===== config.mk =====
export PLATFORM = sky130hd
export DESIGN_NAME = bcs_regs
export DESIGN_NICKNAME = d
export VERILOG_FILES = /design/src/rtl/bcs_pkg.sv /design/src/rtl/bcs_regs.sv /design/src/rtl/bcs_watchdog.sv
export SDC_FILE = /design/constraint.sdc
export NUM_CORES = 1
export LEC_CHECK = 0
export ABC_AREA = 0
export BUFFER_PORTS_ARGS = -buffer_cell sky130_fd_sc_hd__buf_2
export CELL_PAD_IN_SITES_DETAIL_PLACEMENT = 1
export CELL_PAD_IN_SITES_GLOBAL_PLACEMENT = 1
export CORE_MARGIN = 2
export CORE_UTILIZATION = 48
export CTS_BUF_LIST = sky130_fd_sc_hd__clkbuf_16
export DETAILED_ROUTE_END_ITERATION = 7
export GPL_ROUTABILITY_DRIVEN = 0
export PLACE_DENSITY = 0.87
export SLEW_MARGIN = 10
export SYNTH_ARGS = -nofsm -noshare
export SYNTH_HDL_FRONTEND = slang
export SYNTH_SLANG_ARGS = --single-unit

===== constraint.sdc =====
create_clock -name core_clk_i -period 4.16 [get_ports core_clk_i]
set_clock_uncertainty 0.05 [all_clocks]
set_input_delay 0.832 -clock core_clk_i [delete_from_list [all_inputs] [get_ports core_clk_i]]
set_output_delay 0.832 -clock core_clk_i [all_outputs]
set_load 0.01 [all_outputs]

===== src/rtl/bcs_pkg.sv =====
// Constants for the board control and status register set.
// Assumes a single 10 MHz core clock and SMBus byte-data access.
`default_nettype none

package bcs_pkg;
  // Command codes
  localparam logic [7:0] CMD_CTRL_WR   = 8'ha0;
  localparam logic [7:0] CMD_CTRL_RD   = 8'ha1;
  localparam logic [7:0] POWER_FAIL_STATUS_LOW_CLR = 8'hb0;
  localparam logic [7:0] POWER_FAIL_STATUS_LOW_RD  = 8'hb1;
  localparam logic [7:0] WATCHDOG_POWER_STATUS_CLR = 8'hb2;
  localparam logic [7:0] WATCHDOG_POWER_STATUS_RD  = 8'hb3;
  localparam logic [7:0] CMD_REV_RD    = 8'hc1;
  localparam logic [7:0] CTRL_RST      = 8'h00;
  localparam logic [7:0] RD_UNMAPPED   = 8'h00;
  // Control bit positions
  localparam int CTRL_GREEN = 7;
  localparam int CTRL_HDIS  = 6;
  localparam int CTRL_HACT  = 5;
  localparam int CTRL_TSHI  = 4;
  localparam int CTRL_TSLO  = 3;
  localparam int CTRL_KICK  = 2;
  localparam int CTRL_RED   = 1;
  localparam int CTRL_SOFT_SYSTEM_RESET  = 0;
  // Status bit positions
  localparam int ST0_1V8    = 7;
  localparam int ST0_1V35   = 4;
  localparam int ST1_ARMED  = 7;
  localparam int ST1_WDRST  = 6;
  localparam int ST1_HALF   = 5;
  localparam int ST1_12V    = 4;
  localparam int ST1_5V     = 3;
  localparam int ST1_3V3    = 0;
  // Sticky flag vector layout
  localparam int FLG_1V8 = 5;
  localparam int FLG_1V35 = 4;
  localparam int FLG_WDRST = 3;
  localparam int FLG_12V = 2;
  localparam int FLG_5V = 1;
  localparam int FLG_3V3 = 0;
  localparam int FLG_N = 6;
  localparam int FLG_N0 = 2;  // Flags owned by status register 0
  // Identity, values arbitrary
  localparam logic [6:0] TARGET_ADDR_DEF = 7'h2e;
  localparam logic [7:0] LOGIC_REV_DEF   = 8'h01;
  // Timing
  localparam longint unsigned CLK_HZ     = 10_000_000;
  localparam longint unsigned WD_T0_S    = 2;
  localparam longint unsigned WD_T1_S    = 10;
  localparam longint unsigned WD_T2_S    = 50;
  localparam longint unsigned WD_T3_S    = 250;
  localparam longint unsigned BLINK_MS   = 500;
  localparam logic [31:0] WD_CYC0_DEF    = 32'(WD_T0_S * CLK_HZ);
  localparam logic [31:0] WD_CYC1_DEF    = 32'(WD_T1_S * CLK_HZ);
  localparam logic [31:0] WD_CYC2_DEF    = 32'(WD_T2_S * CLK_HZ);
  localparam logic [31:0] WD_CYC3_DEF    = 32'(WD_T3_S * CLK_HZ);
  localparam logic [31:0] BLINK_CYC_DEF  = 32'(BLINK_MS * CLK_HZ / 1000);
  // Timeout select {hi,lo}
  localparam logic [1:0] TSEL_2S   = 2'b00;
  localparam logic [1:0] TSEL_10S  = 2'b10;
  localparam logic [1:0] TSEL_50S  = 2'b01;
  localparam logic [1:0] TSEL_250S = 2'b11;
  localparam logic [3:0] BYTE_BITS = 4'h8;
  // Target states, Gray along the write path
  typedef enum logic [3:0] {
    ST_IDLE  = 4'h0,
    ST_ADDR  = 4'h1,
    ST_ACK_A = 4'h3,
    ST_CMD   = 4'h2,
    ST_ACK_C = 4'h6,
    ST_WDATA = 4'h7,
    ST_ACK_W = 4'h5,
    ST_RDATA = 4'h4,
    ST_RACK  = 4'hc
  } bcs_state_e;
endpackage

`default_nettype wire


===== src/rtl/bcs_regs.sv =====
// Board control and status registers behind an SMBus byte-data target.
// Assumes SMBus pins synchronous to core_clk_i, sda driven open-drain
// by the pad from smb_sda_oe_o, and a separate power-on reset.
//
// Overview of operation
// - Control register resets to 0x00.
// - Control written at 0xa0, read at 0xa1.
// - Control bit 7 lights green LED.
// - Control bit 6 set ignores handle switch.
// - Bit 5 picks power event or reset.
// - Bits 4:3 select 2/10/50/250 s timeout.
// - Any kick bit edge restarts watchdog.
// - Watchdog idle until first kick edge.
// - Control bit 1 blinks red LED.
// - Control bit 0 set requests system reset.
// - Status 0 cleared at 0xb0, read 0xb1.
// - Status 0 bits 7,4 flag 1.8/1.35 V.
// - Reserved status bits always read zero.
// - Status 0 bits sticky across system reset.
// - Any status write clears its sticky bits.
// - Status 1 sticky except armed and half.
// - Status 1 cleared at 0xb2, read 0xb3.
// - Status 1 bit 7 shows watchdog armed.
// - Status 1 bit 6 flags watchdog reset.
// - Status 1 bit 5 shows half elapsed.
// - Status 1 bit 4 flags 12 V absent.
// - Status 1 bits 3,0 flag 5/3.3 V.
// - Revision read at 0xc1, never written.
`default_nettype none

module bcs_regs #(
  parameter logic [6:0]  TARGET_ADDR = bcs_pkg::TARGET_ADDR_DEF,
  parameter logic [7:0]  LOGIC_REV   = bcs_pkg::LOGIC_REV_DEF,
  parameter logic [31:0] WD_CYC0     = bcs_pkg::WD_CYC0_DEF,
  parameter logic [31:0] WD_CYC1     = bcs_pkg::WD_CYC1_DEF,
  parameter logic [31:0] WD_CYC2     = bcs_pkg::WD_CYC2_DEF,
  parameter logic [31:0] WD_CYC3     = bcs_pkg::WD_CYC3_DEF,
  parameter logic [31:0] BLINK_CYC   = bcs_pkg::BLINK_CYC_DEF
) (
  input  wire logic core_clk_i,
  input  wire logic sys_rst_i,
  input  wire logic por_i,
  input  wire logic smb_scl_i,
  input  wire logic smb_sda_i,
  output logic      smb_sda_o,
  output logic      smb_sda_oe_o,
  input  wire logic handle_sw_i,
  input  wire logic fail_1v8_i,
  input  wire logic fail_1v35_i,
  input  wire logic fail_5v_i,
  input  wire logic fail_3v3_i,
  input  wire logic rail_12v_absent_i,
  output logic      green_led_on_o,
  output logic      red_led_o,
  output logic      power_event_o,
  output logic      sys_reset_req_o
);
  import bcs_pkg::*;

  logic             rst_any;
  logic             scl_q;
  logic             sda_q;
  logic             scl_rise;
  logic             scl_fall;
  logic             bus_start;
  logic             bus_stop;
  logic             byte_done;
  bcs_state_e       st;
  logic [3:0]       bit_cnt;
  logic [7:0]       shreg;
  logic [7:0]       cmd;
  logic [7:0]       wdata;
  logic [7:0]       tx;
  logic             rw;
  logic             wr_stb;
  logic [7:0]       board_control;
  logic [7:0]       stat0;
  logic [7:0]       stat1;
  logic [7:0]       rd_mux;
  logic [FLG_N-1:0] flag;
  logic [FLG_N-1:0] flag_set;
  logic [FLG_N-1:0] flag_clr;
  logic             clr0;
  logic             clr1;
  logic             wd_armed;
  logic             wd_half_elapsed;
  logic             wd_expire;
  logic             sw_q;
  logic             press;
  logic             handle_rst;
  logic [31:0]      blink_cnt;
  logic             blink_phase;

  // Board reset clears control state; sticky flags ignore it
  assign rst_any = sys_rst_i | por_i;

  // Open-drain data pin only ever pulls low
  assign smb_sda_o = 1'b0;

  // Previous pin samples for edge and condition detection
  always_ff @(posedge core_clk_i) begin
    if (por_i) begin
      scl_q <= 1'b1;
      sda_q <= 1'b1;
    end else begin
      scl_q <= smb_scl_i;
      sda_q <= smb_sda_i;
    end
  end

  // Bus events
  assign scl_rise  = smb_scl_i & ~scl_q;
  assign scl_fall  = ~smb_scl_i & scl_q;
  assign bus_start = smb_scl_i & scl_q & sda_q & ~smb_sda_i;
  assign bus_stop  = smb_scl_i & scl_q & ~sda_q & smb_sda_i;
  assign byte_done = scl_fall && (bit_cnt == BYTE_BITS);

  // Bit counter and receive shifter; ack bits shift in too
  always_ff @(posedge core_clk_i) begin
    if (por_i || bus_start) begin
      bit_cnt <= 4'h0;
      shreg   <= 8'h00;
    end else begin
      if (scl_rise) begin
        shreg <= {shreg[6:0], smb_sda_i};
        if (st == ST_ADDR || st == ST_CMD || st == ST_WDATA || st == ST_RDATA) begin
          bit_cnt <= bit_cnt + 4'h1;
        end
      end else if (byte_done) begin
        bit_cnt <= 4'h0;
      end
    end
  end

  // Target sequencer; only power-on resets it so a write that
  // requests a board reset still finishes its acknowledge
  always_ff @(posedge core_clk_i) begin
    if (por_i) begin
      st           <= ST_IDLE;
      cmd          <= 8'h00;
      wdata        <= 8'h00;
      tx           <= 8'h00;
      rw           <= 1'b0;
      wr_stb       <= 1'b0;
      smb_sda_oe_o <= 1'b0;
    end else begin
      wr_stb <= 1'b0;
      if (bus_start) begin
        st           <= ST_ADDR;
        smb_sda_oe_o <= 1'b0;
      end else if (bus_stop) begin
        st           <= ST_IDLE;
        smb_sda_oe_o <= 1'b0;
      end else begin
        case (st)
          ST_IDLE: begin
            smb_sda_oe_o <= 1'b0;
          end
          ST_ADDR: begin
            if (byte_done) begin
              if (shreg[7:1] == TARGET_ADDR) begin
                st           <= ST_ACK_A;
                rw           <= shreg[0];
                smb_sda_oe_o <= 1'b1;
              end else begin
                st <= ST_IDLE;
              end
            end
          end
          ST_ACK_A: begin
            if (scl_fall) begin
              if (rw) begin
                st           <= ST_RDATA;
                tx           <= rd_mux;
                smb_sda_oe_o <= ~rd_mux[7];
              end else begin
                st           <= ST_CMD;
                smb_sda_oe_o <= 1'b0;
              end
            end
          end
          ST_CMD: begin
            if (byte_done) begin
              st           <= ST_ACK_C;
              cmd          <= shreg;
              smb_sda_oe_o <= 1'b1;
            end
          end
          ST_ACK_C: begin
            if (scl_fall) begin
              st           <= ST_WDATA;
              smb_sda_oe_o <= 1'b0;
            end
          end
          ST_WDATA: begin
            if (byte_done) begin
              st           <= ST_ACK_W;
              wdata        <= shreg;
              wr_stb       <= 1'b1;
              smb_sda_oe_o <= 1'b1;
            end
          end
          ST_ACK_W: begin
            if (scl_fall) begin
              st           <= ST_WDATA;
              smb_sda_oe_o <= 1'b0;
            end
          end
          ST_RDATA: begin
            if (scl_fall) begin
              if (bit_cnt == BYTE_BITS) begin
                st           <= ST_RACK;
                smb_sda_oe_o <= 1'b0;
              end else begin
                tx           <= {tx[6:0], 1'b0};
                smb_sda_oe_o <= ~tx[6];
              end
            end
          end
          ST_RACK: begin
            // Host ack keeps the byte streaming, nack ends the read
            if (scl_fall) begin
              if (!shreg[0]) begin
                st           <= ST_RDATA;
                tx           <= rd_mux;
                smb_sda_oe_o <= ~rd_mux[7];
              end else begin
                st           <= ST_IDLE;
                smb_sda_oe_o <= 1'b0;
              end
            end
          end
          default: begin
            st           <= ST_IDLE;
            smb_sda_oe_o <= 1'b0;
          end
        endcase
      end
    end
  end

  // Control register
  always_ff @(posedge core_clk_i) begin
    if (rst_any) begin
      board_control <= CTRL_RST;
    end else if (wr_stb && cmd == CMD_CTRL_WR) begin
      board_control <= wdata;
    end
  end

  // Write to a status code clears, data ignored; others dropped
  assign clr0 = wr_stb && (cmd == POWER_FAIL_STATUS_LOW_CLR);
  assign clr1 = wr_stb && (cmd == WATCHDOG_POWER_STATUS_CLR);

  // Sticky cause sources
  always_comb begin
    flag_set            = '0;
    flag_set[FLG_1V8]   = fail_1v8_i;
    flag_set[FLG_1V35]  = fail_1v35_i;
    flag_set[FLG_WDRST] = wd_expire;
    flag_set[FLG_12V]   = rail_12v_absent_i;
    flag_set[FLG_5V]    = fail_5v_i;
    flag_set[FLG_3V3]   = fail_3v3_i;
  end
  assign flag_clr = {{FLG_N0{clr0}}, {(FLG_N - FLG_N0){clr1}}};

  // Sticky flags; set beats a same-cycle clear so no event is lost
  for (genvar i = 0; i < FLG_N; i++) begin : g_flag
    always_ff @(posedge core_clk_i) begin
      if (por_i) begin
        flag[i] <= 1'b0;
      end else if (flag_set[i]) begin
        flag[i] <= 1'b1;
      end else if (flag_clr[i]) begin
        flag[i] <= 1'b0;
      end
    end
  end

  // Status images; unlisted bits stay zero
  always_comb begin
    stat0            = 8'h00;
    stat0[ST0_1V8]   = flag[FLG_1V8];
    stat0[ST0_1V35]  = flag[FLG_1V35];
    stat1            = 8'h00;
    stat1[ST1_ARMED] = wd_armed;
    stat1[ST1_WDRST] = flag[FLG_WDRST];
    stat1[ST1_HALF]  = wd_half_elapsed;
    stat1[ST1_12V]   = flag[FLG_12V];
    stat1[ST1_5V]    = flag[FLG_5V];
    stat1[ST1_3V3]   = flag[FLG_3V3];
  end

  // Read data by command; write-only codes read as zero
  always_comb begin
    case (cmd)
      CMD_CTRL_RD:  rd_mux = board_control;
      POWER_FAIL_STATUS_LOW_RD: rd_mux = stat0;
      WATCHDOG_POWER_STATUS_RD: rd_mux = stat1;
      CMD_REV_RD:   rd_mux = LOGIC_REV;
      default:      rd_mux = RD_UNMAPPED;
    endcase
  end

  // Watchdog
  bcs_watchdog #(
    .CYC0 (WD_CYC0),
    .CYC1 (WD_CYC1),
    .CYC2 (WD_CYC2),
    .CYC3 (WD_CYC3)
  ) u_wd (
    .clk_i    (core_clk_i),
    .rst_i    (rst_any),
    .kick_i   (board_control[CTRL_KICK]),
    .sel_i    ({board_control[CTRL_TSHI], board_control[CTRL_TSLO]}),
    .armed_o  (wd_armed),
    .half_o   (wd_half_elapsed),
    .expire_o (wd_expire)
  );

  // Handle switch press edge, gated by the disable bit
  always_ff @(posedge core_clk_i) begin
    if (rst_any) sw_q <= 1'b0;
    else sw_q <= handle_sw_i;
  end
  assign press      = handle_sw_i & ~sw_q & ~board_control[CTRL_HDIS];
  assign handle_rst = press & board_control[CTRL_HACT];

  // One-cycle power event pulse
  always_ff @(posedge core_clk_i) begin
    if (rst_any) power_event_o <= 1'b0;
    else power_event_o <= press & ~board_control[CTRL_HACT];
  end

  // Reset request holds until the board reset arrives
  always_ff @(posedge core_clk_i) begin
    if (rst_any) begin
      sys_reset_req_o <= 1'b0;
    end else if (board_control[CTRL_SOFT_SYSTEM_RESET] | wd_expire | handle_rst) begin
      sys_reset_req_o <= 1'b1;
    end
  end

  // Blink timebase, free running
  always_ff @(posedge core_clk_i) begin
    if (rst_any) begin
      blink_cnt   <= 32'h0;
      blink_phase <= 1'b0;
    end else if (blink_cnt >= BLINK_CYC - 32'h1) begin
      blink_cnt   <= 32'h0;
      blink_phase <= ~blink_phase;
    end else begin
      blink_cnt <= blink_cnt + 32'h1;
    end
  end

  // LED drives
  always_ff @(posedge core_clk_i) begin
    if (rst_any) begin
      green_led_on_o <= 1'b0;
      red_led_o      <= 1'b0;
    end else begin
      green_led_on_o <= board_control[CTRL_GREEN];
      red_led_o      <= board_control[CTRL_RED] & blink_phase;
    end
  end
endmodule

`default_nettype wire


===== src/rtl/bcs_watchdog.sv =====
// Watchdog timer with four selectable timeouts.
// Assumes kick_i comes from a register that resets to 0 with rst_i.
`default_nettype none

module bcs_watchdog #(
  parameter logic [31:0] CYC0 = bcs_pkg::WD_CYC0_DEF,
  parameter logic [31:0] CYC1 = bcs_pkg::WD_CYC1_DEF,
  parameter logic [31:0] CYC2 = bcs_pkg::WD_CYC2_DEF,
  parameter logic [31:0] CYC3 = bcs_pkg::WD_CYC3_DEF
) (
  input  wire logic       clk_i,
  input  wire logic       rst_i,
  input  wire logic       kick_i,
  input  wire logic [1:0] sel_i,
  output logic            armed_o,
  output logic            half_o,
  output logic            expire_o
);
  import bcs_pkg::*;

  logic        kick_q;
  logic        toggle;
  logic [31:0] cnt;
  logic [31:0] limit;

  // Selected timeout in cycles
  always_comb begin
    case (sel_i)
      TSEL_2S:   limit = CYC0;
      TSEL_10S:  limit = CYC1;
      TSEL_50S:  limit = CYC2;
      TSEL_250S: limit = CYC3;
      default:   limit = CYC0;
    endcase
  end

  // Either edge of the kick bit counts
  always_ff @(posedge clk_i) begin
    if (rst_i) kick_q <= 1'b0;
    else kick_q <= kick_i;
  end
  assign toggle = kick_i ^ kick_q;

  // Counter; idle after reset until the first kick edge
  always_ff @(posedge clk_i) begin
    if (rst_i) begin
      armed_o  <= 1'b0;
      cnt      <= 32'h0;
      half_o   <= 1'b0;
      expire_o <= 1'b0;
    end else begin
      expire_o <= 1'b0;
      if (toggle) begin
        armed_o <= 1'b1;
        cnt     <= 32'h0;
        half_o  <= 1'b0;
      end else if (armed_o) begin
        // Compare with >= so a shorter timeout picked mid-run still fires
        if (cnt >= limit - 32'h1) begin
          expire_o <= 1'b1;
          armed_o  <= 1'b0;
          cnt      <= 32'h0;
          half_o   <= 1'b0;
        end else begin
          cnt    <= cnt + 32'h1;
          half_o <= (cnt + 32'h1) >= (limit >> 1);
        end
      end
    end
  end
endmodule

`default_nettype wire


==> metrics.yaml <==
routed_wl_um: 21660
overflow: 0
p_per_area_mw_per_mm2: 383.0
p_leak_nw: 2.921
drv_cap: 0
synth.avg_cell_area_um2: 8.507
ioPinCount: 17
yosys_warnings: 0
core-area_mm2: 0.01437
slew_headroom_pct: 27.69
floorplan.initialDensity_pct: 48.67
fin_crit_sh_pct: 92.85
synth_seq_cells: 132
post-dp-hpwl_um: 13960
port_buffers: 15
grt_start_max_net_pins: 38
fin_crit_ns: 3.862
cts.sinks: 132
synth_fa_ha_area_share_pct: 8.016
critPathMostFrequentCell: "nor4_2"
final_cells: 1030
rows: 44
synthTopCellsByArea: "dfxtp_1 38%, ha_1 7.9%, nor2_1 5.7%"
slew_viol_final: 0
synthArstFlopShare_pct: 0
place_area_mm2: 0.007221
critical_path_peak_fanout: 8
ant_nets: 0
final_common_cell: "dfxtp_1"
critPathMaxStageDelay_ns: 0.68
cp.required_ns: 4.39
start_kind: "flip-flop"
seq_area_frac_synth_pct: 37.79
htreeDepth: 4
setup_tns_ns: 0
insertion_delay_ns: 0.44
vias: 6353
n_fill_cell: 1675
fin_nets: 888
final_cell_area_mm2: 0.007868
antenna_cells: 0
synth_top_area_cell: "dfxtp_1"
drive_gt1_share_pct: 8.629
drt-pass1-iter-count: 5
synth_top_area_share_pct: 37.79
hold_path_class: "flip-flop to flip-flop"
rsz0062_at_grt: "no"
setup_viol: 0
cts_tree: "yes"
cts_made_buffers: 17
min_to: "green_led_on_o"
slowest_stage: "nor4_2"
die_x_um: 124.7
status: "complete, no violations"
fin_hold_ws_ns: 0.4276
final-hold-violation-count: 0
cts-root-buf: "clkbuf_16"
dpl.cell_count: 998
drc: 0
yosys.area_share.simple_pct: 25.30
path_cells: "nand4_1 -> nor4_2 -> nand2_1 -> xnor2_1 -> ha_1 -> a21o_1 -> a21oi_1 -> o221ai_1 -> a221oi_1 -> o31ai_1 -> a211oi_1 -> nor4_2"
worst-slew-pin-transition_ns: 1.081
syn-cell-area_mm2: 0.006993
synth_compound_area_share_pct: 14.44
finalPower_mw: 3.013
synth_top_family_by_area: "simple AND/OR/NAND/NOR gates"
reg2reg_depth: 12
r2r_start: "u_wd.cnt[13]"
layout_common_cells: "132 x dfxtp_1, 106 x nor2_1, 70 x nand2_1"
synth_ff_type: "dfxtp_1"
cts_setup_buffers: 0
synth_edf_count: 0
arrival_ns: 4.09
hold_depth: 2
antenna_found_initial: 0
fp.dieArea_mm2: 0.01555
die_h_um: 124.7
holdBufCountCts: 0
wl_per_cell_um: 21.03
worstSetupPathType: "flip-flop to flip-flop"
grt_pass1_wl_um: 35560
ir_drop_mv: 0.2722
rrSetupSlack_ns: 0.30
muxShareOfSynthArea_pct: 3.435
via_per_inst: 6.168
clock_path_buffers: 2
grtUsageTotal_pct: 28.20
syn2layout_area_growth_pct: 12.51
synth_cells: 822
hp-start: "board_control[7]"
r2r_end: "u_wd.half_o"
first_global_vias: 6855
synth_xor_area_share_pct: 7.390
cts.reportedPaths.clkPinSlew_ns: 0.06
ys_types: 71
crit_path_end_kind: "flip-flop"
first_iter_violations: 388
clock.fmax_ghz: 0.2589
-- cell families (layout without fill, tap and decap cells) --
logic type | Yosys count | after routing
AOI/OAI and AO/OA | 145 | 145
xor gates and xnor gates | 59 | 59
adders and majority gates | 45 | 45
buffers and inverters | 62 | 77
DFF | 132 | 132
muxes | 24 | 24
other | 1 | 10
and+or+nand+nor | 354 | 354
-- worst max-delay path: cells and delay by family, from the launching register on --
| kind | cells | cell delay (ns) |
|---|---|---|
| AOI/OAI and AO/OA | 6 | 1.42 |
| DFF | 1 | 0.48 |
| and+or+nand+nor | 4 | 1.22 |
| xor gates and xnor gates | 1 | 0.24 |
| adders and majority gates | 1 | 0.29 |
-- cells in the mapped netlist (all sizes together) (3+ instances only) --
cell / n
a211oi: 8
a21o: 8
a21oi: 44
a221oi: 4
a22o: 3
a22oi: 5
a311oi: 5
a31oi: 9
a32o: 12
and2: 8
and3: 13
and4: 6
buf: 7
clkbuf: 32
dfxtp: 132
ha: 44
inv: 23
mux2i: 24
nand2: 70
nand2b: 11
nand3: 39
nand3b: 4
nand4: 15
nor2: 106
nor2b: 10
nor3: 35
nor3b: 3
nor4: 11
o2111ai: 3
o21a: 6
o21ai: 17
o31ai: 5
or2: 7
or3: 7
xnor2: 31
xor2: 28
-- sequential cells by signal, indices dropped and copies added (netlist names), 4 cells and up --
signal and count:
blink_cnt 32, u_wd.cnt 32, board_control 8, cmd 8
shreg 8, wdata 8, tx 7, flag 6
bit_cnt 4, st 4
-- how the worst max path moves through the flow --
| stage | from | end | slack [ns] | cells past startpoint |
|---|---|---|---|---|
| final | u_wd.cnt[13] | u_wd.half_o | 0.30 | 12 |
| after global routing | u_wd.cnt[13] | u_wd.half_o | 0.15 | 12 |
| after CTS | u_wd.cnt[13] | u_wd.half_o | 0.26 | 12 |
| after detailed placement | u_wd.cnt[13] | u_wd.half_o | 0.60 | 12 |
| after global placement | u_wd.cnt[13] | u_wd.half_o | 0.87 | 12 |
| after floorplan | board_control[4] | u_wd.cnt[24] | 1.15 | 11 |
-- where the power goes --
part	leakage [nW]	switching [mW]	internal, mW
combinational	1.54	0.0433	0.0196
sequential	1.07	0.0118	1.28
clock	0.309	0.642	1.02
-- final cells by class --
cell class | instances | area, µm² | share of cell area (%)
multi-input combinational | 637 | 4140 | 52.62
sequential | 132 | 2643 | 33.59
clock buffer | 17 | 425.4 | 5.407
tap | 184 | 230.2 | 2.926
clock inverter | 15 | 215.2 | 2.735
timing repair buffer | 22 | 127.6 | 1.622
inverter | 23 | 86.33 | 1.097
-- stage by stage --
| step | worst slack [ns] | util, % |
|---|---|---|
| finish | 0.2975 | 54.75 |
| CTS | 0.2568 | 54.71 |
| detailed placement | 0.6030 | 50.25 |
| global placement | 0.8664 | 50.25 |
| global route | 0.1536 | 54.75 |
| floorplan | 1.152 | - |
-- routing by layer --
metal,up-vias,global-route usage [%],wire length [µm]
met5,-,0,0
met4,0,13.68,758
met3,71,6.143,1061
met2,184,48.60,10780
met1,3156,33.15,9055
li1,2942,-,-
-- timing repair --
action                                  4_1_cts  5_1_grt
resized for setup                             0        1
hold endpoints to repair                      0        0
endpoints found under the setup margin        0        1
Note: power is estimated with default switching activity, not from simulation.
